[src/lp_weight_pkg.sv]
// constants for the perceptual weighting filter
// assumes Q15 coefficients and 16-bit samples from the pre-emphasis stage
package lp_weight_pkg;
    localparam int unsigned SAMPLE_W        = 16;
    localparam int unsigned COEF_W          = 16;
    localparam int unsigned ACC_W           = 40;
    localparam int unsigned FRAC_BITS       = 15;
    localparam int unsigned LP_ORDER        = 16;
    localparam int unsigned SUBFRAME_LEN    = 64;
    localparam int unsigned SF_PER_FRAME_LO = 4;
    localparam int unsigned SF_PER_FRAME_HI = 5;
    localparam int unsigned SUBFRAME_MS_LO  = 5;
    localparam int unsigned SUBFRAME_MS_HI  = 4;
    localparam logic [15:0] RATE_SPLIT_KBPS_X10  = 16'h0084;
    localparam logic [15:0] LP_BYPASS_KBPS_X10   = 16'h0280;
    localparam logic [15:0] INT_RATE_LO_HZ_DIV10 = 16'h0500;
    localparam logic [15:0] INT_RATE_HI_HZ_DIV10 = 16'h0640;
    localparam logic signed [COEF_W-1:0] BETA1_Q15 = 16'sh570A;
    localparam logic [1:0] BW_NB = 2'h0;
    localparam int unsigned TAP_CNT_W = 5;
    localparam int unsigned SMP_CNT_W = 6;
    localparam int unsigned SF_CNT_W  = 3;
endpackage

[src/lp_weight_mac.sv]
// one multiply-accumulate step of the weighting sum
// assumes Q15 coefficient and signed sample operands
`timescale 1ns/1ps
`default_nettype none
module lp_weight_mac
    import lp_weight_pkg::*;
(
    // operands
    input  wire logic signed [ACC_W-1:0]    acc_i,
    input  wire logic signed [COEF_W-1:0]   coef_i,
    input  wire logic signed [SAMPLE_W-1:0] smp_i,
    // result
    output logic signed [ACC_W-1:0]         acc_o
);
    logic signed [COEF_W+SAMPLE_W-1:0] prod;
    always_comb begin
        prod  = coef_i * smp_i;
        acc_o = acc_i + ACC_W'(prod);
    end
endmodule
`default_nettype wire

[src/lp_perceptual_weighting.sv]
// perceptual weighting filter, one tap per clock, plus rate and subframe select
// assumes the coefficient source holds a set ready at every subframe boundary
//
// Function
// - 12.8 kHz up to 13.2 kb/s, else 16 kHz
// - narrowband input always uses 12.8 kHz
// - subframes are exactly 64 samples
// - four 5 ms or five 4 ms subframes
// - bypass the path above 64 kb/s
// - numerator weighted LP, denominator beta1 0.68
// - output input plus weighted taps plus feedback
// - coefficients and input are pre-emphasised signal
// - new coefficient set loaded each subframe boundary
`timescale 1ns/1ps
`default_nettype none
module lp_perceptual_weighting
    import lp_weight_pkg::*;
(
    // clock and reset
    input  wire logic                       core_clk_i,
    input  wire logic                       reset_n_i,
    // configuration
    input  wire logic [15:0]                bitrate_x10_i,
    input  wire logic [1:0]                 bandwidth_i,
    // coefficient source: a_i * gamma1^i in Q15, index 0 is tap 1
    input  wire logic                       coef_valid_i,
    input  wire logic signed [COEF_W-1:0]   coef_i [LP_ORDER],
    output logic                            coef_ready_o,
    // pre-emphasised sample input
    input  wire logic                       in_valid_i,
    input  wire logic signed [SAMPLE_W-1:0] in_sample_i,
    output logic                            in_ready_o,
    // weighted sample output
    output logic                            out_valid_o,
    output logic signed [SAMPLE_W-1:0]      out_sample_o,
    output logic                            out_sf_last_o,
    output logic                            out_frame_last_o,
    // rate status
    output logic                            rate_hi_o,
    output logic [2:0]                      sf_per_frame_o,
    output logic                            lp_bypass_o
);
    typedef enum logic [3:0] {
        ST_LOAD = 4'h1,
        ST_IDLE = 4'h2,
        ST_MAC  = 4'h4,
        ST_OUT  = 4'h8
    } state_t;

    function automatic logic signed [SAMPLE_W-1:0] sat_q15(input logic signed [ACC_W-1:0] a);
        logic signed [ACC_W-1:0] s;
        s = a >>> FRAC_BITS;
        if (s > ACC_W'(32767))
            sat_q15 = 16'sh7FFF;
        else if (s < -ACC_W'(32768))
            sat_q15 = 16'sh8000;
        else
            sat_q15 = s[SAMPLE_W-1:0];
    endfunction

    state_t                        state_q, state_d;
    logic signed [COEF_W-1:0]      coef_q [LP_ORDER];
    logic signed [COEF_W-1:0]      coef_d [LP_ORDER];
    logic signed [SAMPLE_W-1:0]    hist_q [LP_ORDER];
    logic signed [SAMPLE_W-1:0]    hist_d [LP_ORDER];
    logic signed [SAMPLE_W-1:0]    cur_q, cur_d;
    logic signed [SAMPLE_W-1:0]    yprev_q, yprev_d;
    logic signed [ACC_W-1:0]       acc_q, acc_d, mac_res;
    logic signed [COEF_W-1:0]      mac_coef;
    logic signed [SAMPLE_W-1:0]    mac_smp;
    logic [TAP_CNT_W-1:0]          tap_q, tap_d;
    logic [SMP_CNT_W-1:0]          smp_q, smp_d;
    logic [SF_CNT_W-1:0]           sf_q, sf_d;
    logic                          ov_q, ov_d;
    logic signed [SAMPLE_W-1:0]    osmp_q, osmp_d;
    logic                          osf_q, osf_d, ofr_q, ofr_d;
    logic                          rate_hi;
    logic [SF_CNT_W-1:0]           sf_max;

    // narrowband forces the low rate regardless of bitrate
    always_comb begin
        rate_hi = (bitrate_x10_i > RATE_SPLIT_KBPS_X10) && (bandwidth_i != BW_NB);
        sf_max  = rate_hi ? SF_CNT_W'(SF_PER_FRAME_HI - 1) : SF_CNT_W'(SF_PER_FRAME_LO - 1);
    end

    assign rate_hi_o      = rate_hi;
    assign sf_per_frame_o = sf_max + 3'h1;
    assign lp_bypass_o    = bitrate_x10_i > LP_BYPASS_KBPS_X10;
    assign coef_ready_o   = (state_q == ST_LOAD) && !lp_bypass_o;
    assign in_ready_o     = (state_q == ST_IDLE) && !lp_bypass_o;
    assign out_valid_o      = ov_q;
    assign out_sample_o     = osmp_q;
    assign out_sf_last_o    = osf_q;
    assign out_frame_last_o = ofr_q;

    // taps walk 0..15, then the beta1 feedback term
    always_comb begin
        if (tap_q == TAP_CNT_W'(LP_ORDER)) begin
            mac_coef = BETA1_Q15;
            mac_smp  = yprev_q;
        end else begin
            mac_coef = coef_q[tap_q[3:0]];
            mac_smp  = hist_q[tap_q[3:0]];
        end
    end

    lp_weight_mac u_mac (
        .acc_i  (acc_q),
        .coef_i (mac_coef),
        .smp_i  (mac_smp),
        .acc_o  (mac_res)
    );

    always_comb begin
        state_d = state_q;
        coef_d  = coef_q;
        hist_d  = hist_q;
        cur_d   = cur_q;
        yprev_d = yprev_q;
        acc_d   = acc_q;
        tap_d   = tap_q;
        smp_d   = smp_q;
        sf_d    = sf_q;
        ov_d    = 1'b0;
        osmp_d  = osmp_q;
        osf_d   = 1'b0;
        ofr_d   = 1'b0;
        unique case (state_q)
            ST_LOAD: begin
                if (coef_valid_i && !lp_bypass_o) begin
                    coef_d  = coef_i;
                    state_d = ST_IDLE;
                end
            end
            ST_IDLE: begin
                if (in_valid_i && !lp_bypass_o) begin
                    cur_d   = in_sample_i;
                    acc_d   = ACC_W'(in_sample_i) <<< FRAC_BITS;
                    tap_d   = '0;
                    state_d = ST_MAC;
                end
            end
            ST_MAC: begin
                acc_d = mac_res;
                tap_d = tap_q + 5'h01;
                if (tap_q == TAP_CNT_W'(LP_ORDER))
                    state_d = ST_OUT;
            end
            ST_OUT: begin
                osmp_d  = sat_q15(acc_q);
                yprev_d = sat_q15(acc_q);
                ov_d    = 1'b1;
                for (int i = LP_ORDER - 1; i > 0; i--)
                    hist_d[i] = hist_q[i-1];
                hist_d[0] = cur_q;
                smp_d     = smp_q + 6'h01;
                state_d   = ST_IDLE;
                if (smp_q == SMP_CNT_W'(SUBFRAME_LEN - 1)) begin
                    osf_d   = 1'b1;
                    state_d = ST_LOAD;
                    if (sf_q >= sf_max) begin
                        ofr_d = 1'b1;
                        sf_d  = '0;
                    end else begin
                        sf_d = sf_q + 3'h1;
                    end
                end
            end
        endcase
    end

    always_ff @(posedge core_clk_i or negedge reset_n_i) begin
        if (!reset_n_i) begin
            state_q <= ST_LOAD;
            for (int i = 0; i < LP_ORDER; i++) begin
                coef_q[i] <= '0;
                hist_q[i] <= '0;
            end
            cur_q   <= '0;
            yprev_q <= '0;
            acc_q   <= '0;
            tap_q   <= '0;
            smp_q   <= '0;
            sf_q    <= '0;
            ov_q    <= 1'b0;
            osmp_q  <= '0;
            osf_q   <= 1'b0;
            ofr_q   <= 1'b0;
        end else begin
            state_q <= state_d;
            coef_q  <= coef_d;
            hist_q  <= hist_d;
            cur_q   <= cur_d;
            yprev_q <= yprev_d;
            acc_q   <= acc_d;
            tap_q   <= tap_d;
            smp_q   <= smp_d;
            sf_q    <= sf_d;
            ov_q    <= ov_d;
            osmp_q  <= osmp_d;
            osf_q   <= osf_d;
            ofr_q   <= ofr_d;
        end
    end
endmodule
`default_nettype wire

[config.mk]
export PLATFORM = sky130hd
export DESIGN_NAME = lp_perceptual_weighting
export DESIGN_NICKNAME = d
export VERILOG_FILES = /design/src/lp_weight_pkg.sv /design/src/lp_weight_mac.sv /design/src/lp_perceptual_weighting.sv
export SDC_FILE = /design/constraint.sdc
export NUM_CORES = 2
export LEC_CHECK = 0
export ABC_AREA = 1
export ABC_CLOCK_PERIOD_IN_PS = 14100
export BUFFER_PORTS_ARGS = -buffer_cell sky130_fd_sc_hd__buf_2
export CAP_MARGIN = 20
export CORE_MARGIN = 1.5
export CORE_UTILIZATION = 30
export DETAILED_ROUTE_END_ITERATION = 8
export GPL_TIMING_DRIVEN = 1
export PLACE_DENSITY = 0.48
export SYNTH_ARGS = -nofsm -noshare
export SYNTH_HDL_FRONTEND = slang
export SYNTH_HIERARCHICAL = 1
export SYNTH_SLANG_ARGS = --single-unit
[constraint.sdc]
create_clock -name core_clk_i -period 14.1 [get_ports core_clk_i]
set_clock_uncertainty 0.2 [all_clocks]
set_input_delay 2.82 -clock core_clk_i [delete_from_list [all_inputs] [get_ports core_clk_i]]
set_output_delay 2.82 -clock core_clk_i [all_outputs]
set_load 0.005 [all_outputs]
; After elaboration in Yosys (flattened, before gate mapping)
; Cells that the tools add are included.
[word_totals]
ff_bits = 605
in_bits = 294
out_inout_bits = 26
word_cells = 104
[classes]
n_addsub = 5
multipliers = 1
n_lt_le_gt_ge = 6
n_eq_ne = 9
muxes = 27
bitwise = 1
reduce_logical = 13
[op_table]
columns = cell, n
row1 = $bmux 16 s4, 2
row2 = $mux 16, 8
row3 = $pmux 40 s2, 1
row4 = $add 40x32->40, 1
row5 = $mux 40, 1
row6 = $mul 16x16->32, 1
row7 = $gt 25x16->1 const B, 1
row8 = $lt 25x16->1 const B, 1
row9 = $gt 16x10->1 const B, 1
row10 = $gt 16x8->1 const B, 1
row11 = $pmux 4 s4, 1
row12 = $mux 4, 3
row13 = $pmux 5 s2, 1
row14 = $reduce_and 2->1, 4
row15 = $add 3x1->3 const B, 2
row16 = $add 6x1->6 const B, 1
row17 = $eq 6x6->1 const B, 1
row18 = $mux 1, 6
row19 = $mux 3, 2
row20 = $add 5x1->5 const B, 1
row21 = $eq 5x5->1 const B, 1
row22 = $ge 5x5->1 const B, 1
row23 = $logic_and 1x1->1, 5
row24 = $mux 5, 1
row25 = 12 further kinds, 14

; Logic depth before layout (Yosys ltp)
[logic_depth]
word_depth = 8
ltp_mapped = 42
ltp_nobuf = 38

; Hierarchy
; Netlist, hierarchy kept.
[modules_own_cells]
columns = mod, n_inst, cells_per_inst, area_per_inst_um2, seq_area_each_um2
row1 = lp_perceptual_weighting, 1, 3620, 28803.9, 15140.8
row2 = lp_weight_mac, 1, 1776, 13440.4, 0.0

; Least setup slack after synthesis
; OpenSTA, ideal clock, no wires.
[synth_timing]
path_type = register -> register
from = reg tap_q[0]
to = reg acc_q[38]
setup_ns = 0.126
arrival_ns = 7.441
required_time_ns = 13.774
setup_slack_ns = 6.333
stages_incl_launch_ff = 39
n_path_buf = 6
synth_period_minus_slack_ns = 7.767
cell_sequence = dfrtp_1 inv_1 buf_4 buf_2 buf_2 ha_1 nand3_1 clkbuf_1 nand3_1 nor2_1 nor2_1 clkbuf_1 clkbuf_1 nand2_1 inv_1 fa_1 inv_1 fa_1 [... 3 more ...] fa_1 inv_1 fa_1 inv_1 fa_1 inv_1 ha_1 nand2_1 nor3_1 nand2_1 nor2_1 nand3_1 nand4_1 nand2_1 inv_1 nor2_1 nor2_1 o21ai_0
[synth_between]
elab_chain_cells = 8
elab_cells_between_ends = 13
classes_between = 1 x add/sub / 1 x mul / 1 x eq/ne / 9 x mux / 1 x bitwise
[synth_lines]
columns = item, line
row1 = "start, declared", lp_perceptual_weighting.sv:71  ; logic [TAP_CNT_W-1:0] tap_q, tap_d;
row2 = "start signal, assigned", lp_perceptual_weighting.sv:196  ; tap_q <= tap_d;
row3 = $not 4->5 (implied by the code), lp_perceptual_weighting.sv:103  ; mac_smp = hist_q[tap_q[3:0]];
row4 = $bmux 16 s4, lp_perceptual_weighting.sv:103
row5 = $mux 16 (implied by the code) (2 in a row), lp_perceptual_weighting.sv:103
row6 = $mux 16 (*), lp_perceptual_weighting.sv:98  ; if (tap_q == TAP_CNT_W'(LP_ORDER)) begin
row7 = net mac_smp[3], lp_perceptual_weighting.sv:70  ; logic signed [SAMPLE_W-1:0] mac_smp;
row8 = $mul 16x16->32 (*), lp_weight_mac.sv:17  ; prod = coef_i * smp_i;
row9 = $add 40x32->40 (*), lp_weight_mac.sv:18  ; acc_o = acc_i + ACC_W'(prod);
row10 = net mac_res[38], lp_perceptual_weighting.sv:68  ; logic signed [ACC_W-1:0] acc_q, acc_d, mac_res;
row11 = $pmux 40 s2 (*), lp_perceptual_weighting.sv:128  ; unique case (state_q)
row12 = "end signal, assigned", lp_perceptual_weighting.sv:181  ; acc_q <= '0;
row13 = "end signal, assigned", lp_perceptual_weighting.sv:195  ; acc_q <= acc_d;
row14 = "end, declared", lp_perceptual_weighting.sv:68
; The timed path passes the listed nets; every way through them passes the cells marked *. The select of a mux whose other input is x is not followed.
; A chain may end at the register's enable or synchronous reset.

; Worst setup path in the final report
[layout_timing]
from = reg tap_q[1]
to = reg acc_q[38]
; Same word-level chain as after synthesis.

==> summary.txt <==
Routing
  – Detail Route Antenna Nets: 0
  – Via count: about 34000
  – Vias per cell: approximately 4.6
  – Post-DR wirelength/cell: between 15 and 20 um
  – Detailed router's first-iteration violation count: about 2200
  – DR pass1 iterations: 5
  – Routed WL: 134700 um
  – Drt drc: 0

Die
  – IO Pins: 320
  – Initial Util: 0.3024
  – Chip height: about 380 um
  – Core footprint: around 140000 um^2
  – Die ar.: 143100 um^2
  – # rows: between 100 and 150
  – Die Wd: 378.3 um

Final layout
  – Final #Nets: ~6300
  – Area grow syn2layout: 13.11%
  – Share of cells above drive strength 1: 0.1049

Placement
  – Routability cong.: ~0.9
  – Post-DP HPWL: about 99000 um
  – I/O Buffers: 317
  – Pre-CTS WS: 4.359 ns

Synth
  – #FFs+latches synth: 605
  – Post-synth top cells: 1296 x nand2_1, 1074 x inv_1, 604 x dfrtp_1
  – Largest cells by area after synthesis: dfrtp_1 36%, fa_1 16%, nand2_1 12%, inv_1 9.5%, o21ai_0 6.7%
  – Post-synth EDFFs: 0
  – Synthesized cell area: 42240 um^2
  – Yosys warns: 6
  – Post-synth top area share: 0.3578
  – Post-Syn Nets: 6142
  – Unique masters post-synth: 43
  – Synth Instances: roughly 5400
  – Area leader, netlist: dfrtp_1
  – Post-synthesis sequential area ratio: 0.3584
  – Top-count cell post-synth: nand2_1
  – Commonest register cell after synthesis: dfrtp_1
  – Syn Area/Cell: between 7 and 8 um^2
  – Async S/R FF share, synth: 1.000

Timing
  – Max Slew Vio Count: 0
  – Tightest Pin Transition: 1.194 ns
  – Worst Setup Slack, final: about 4.3 ns
  – Final hold vios: 0
  – Fin Hold WS: roughly 0.28 ns
  – RSZ-0062 raised after global routing: no
  – Slew margin rel.: 0.2013
  – Setup violations, final: 0
  – Fmax: 0.1019 GHz
  – Tcrit/Tclk final: 0.6963
  – Final worst path period need: 9.817 ns
  – Setup TNS: 0 ns

Clock network
  – Worst-Skew Late Latency: around 0.67 ns
  – H-tree depth: 3
  – Clock tree root driver cell: clkbuf_16
  – CTS Buf Count: 77
  – Post-CTS resize count: 0
  – Sinks on Clock Net: 605
  – CTS max path bufs: 3
  – CTS tree: done
  – Hold buffers post-CTS: 0
  – Reg clk slew, reported paths: approximately 0.06 ns
  – Post-CTS setup buffers: 0

Critical path
  – Critical-path top delay cell: buf_4
  – Crit-path most repeated cell: inv_1
  – WP data arrival: between 10 and 15 ns
  – Critical path class: reg2reg
  – Critical path capture point type: flop
  – Crit-path max FO: between 70 and 80
  – CP max stage delay: between 0.8 and 0.9 ns
  – Worst setup SP type: flop
  – Required time of the critical path: 14.41 ns

Global routing
  – First-pass GRT wire length: about 210000 um
  – GRT Total Usage: 0.1925
  – Grt total ovfl: 0
  – Vias in the first global route: ~35000
  – Initial antenna violation count: 10
  – Largest net degree at the start of global routing: 265

Outcome
  – Outcome: complete, no violations

Min path
  – HP Class: reg2reg

Flow run
  – Max Cap Violations: 0
cell families (layout without fill, tap and decap cells):
kind of cell | Yosys count | after routing | share of synthesized area
AO/OA/AOI/OAI | 1061 | 1061 | 0.1340
XOR/XNOR | 34 | 34 | 0.007049
flip-flops | 605 | 605 | 0.3584
AND/OR/NAND/NOR | 1861 | 1861 | 0.1734
buffers and inverters | 1381 | 1600 | 0.1344
other | 2 | 5 | 0.0001778
adder cells (fa/ha/maj) | 452 | 452 | 0.1925
layer usage:
layer	up-vias	wire, um	global-route usage	share of wire
met5	-	0	0	0
met4	0	3437	0.05365	0.026
met3	156	6109	0.02475	0.045
met2	718	63320	0.3184	0.47
met1	16760	61780	0.2632	0.46
li1	16740	-	-	-
critical path, delay by kind of cell, from the launching register on:
family / cells / cell delay, ns
compound gates: 3 / 0.24
buf+inv: 11 / 2.60
flops: 1 / 0.77
fa+ha+maj: 7 / 4.09
simple gates: 15 / 1.70
metrics by stage:
| stage | instances | util | instance area (um^2) |
|---|---|---|---|
| 2_1_floorplan | 5396 | - | 42240 |
| 3_3_place_gp | 7350 | 0.3230 | 45130 |
| 3_5_place_dp | 7352 | 0.3233 | 45160 |
| 4_1_cts | 7491 | 0.3420 | 47780 |
| 5_1_grt | 7493 | 0.3420 | 47780 |
| 6_report | 7494 | 0.3420 | 47780 |
layout make-up:
type | instances | area [um^2]
clock buffers | 114 | 2278
well taps | 1876 | 2347
diodes | 3 | 7.507
inverters | 1082 | 4071
repair buffers | 379 | 2132
flip-flops and latches | 605 | 15150
fillers | 15000 | 91920
multi-input cells | 3410 | 21460
clock inverters | 25 | 336.6
sequential cells by signal, summed over array words and instances, names as in the netlist:
| name | cells |
|---|---|
| smp_q | 6 |
| out_sample_o | 16 |
| cur_q | 16 |
| out_valid_o | 1 |
| out_sf_last_o | 1 |
| hist_q | 256 |
| state_q | 4 |
| tap_q | 5 |
| out_frame_last_o | 1 |
| acc_q | 40 |
| coef_q | 256 |
| sf_q | 3 |
layout by cell type, fill, tap and decap left out, types with 3 or more instances in the layout:
cell type / instances
nand2_1: 1296
inv_1: 1073
dfrtp_1: 600
o21ai_0: 569
nor2_1: 395
fa_1: 330
buf_2: 316
o21ai_1: 199
a21oi_1: 150
ha_1: 122
nand3_1: 110
clkbuf_16: 79
buf_4: 56
o211ai_1: 42
o22ai_1: 40
o21ai_2: 30
xor2_1: 27
o21bai_1: 23
clkbuf_1: 18
clkbuf_8: 17
nor2_2: 12
nand2_2: 11
clkinv_2: 10
nand4_1: 8
xnor2_1: 7
inv_6: 6
inv_2: 6
nor3_2: 6
nor3_1: 5
bufinv_16: 5
buf_12: 5
nand3_2: 4
diode_2: 3
nand3_4: 3
or2_2: 3
nand3b_1: 3
final timing paths:
kind | start | end | slack [ns] | depth (start not counted)
max | tap_q[1] | acc_q[38] | 4.28 | 36
min | coef_q[37] | coef_q[37] | 0.28 | 2
max reg2reg | tap_q[1] | acc_q[38] | 4.28 | 36
min reg2reg | coef_q[37] | coef_q[37] | 0.28 | 2
max in group asynchronous | reset_n_i | out_sample_o[1] | 9.60 | 3
min in group asynchronous | reset_n_i | coef_q[134] | 1.94 | 1
Power is left out: the tool's default activity adds up to more than one toggle a clock period on the data nets, which glitch-free logic cannot reach.
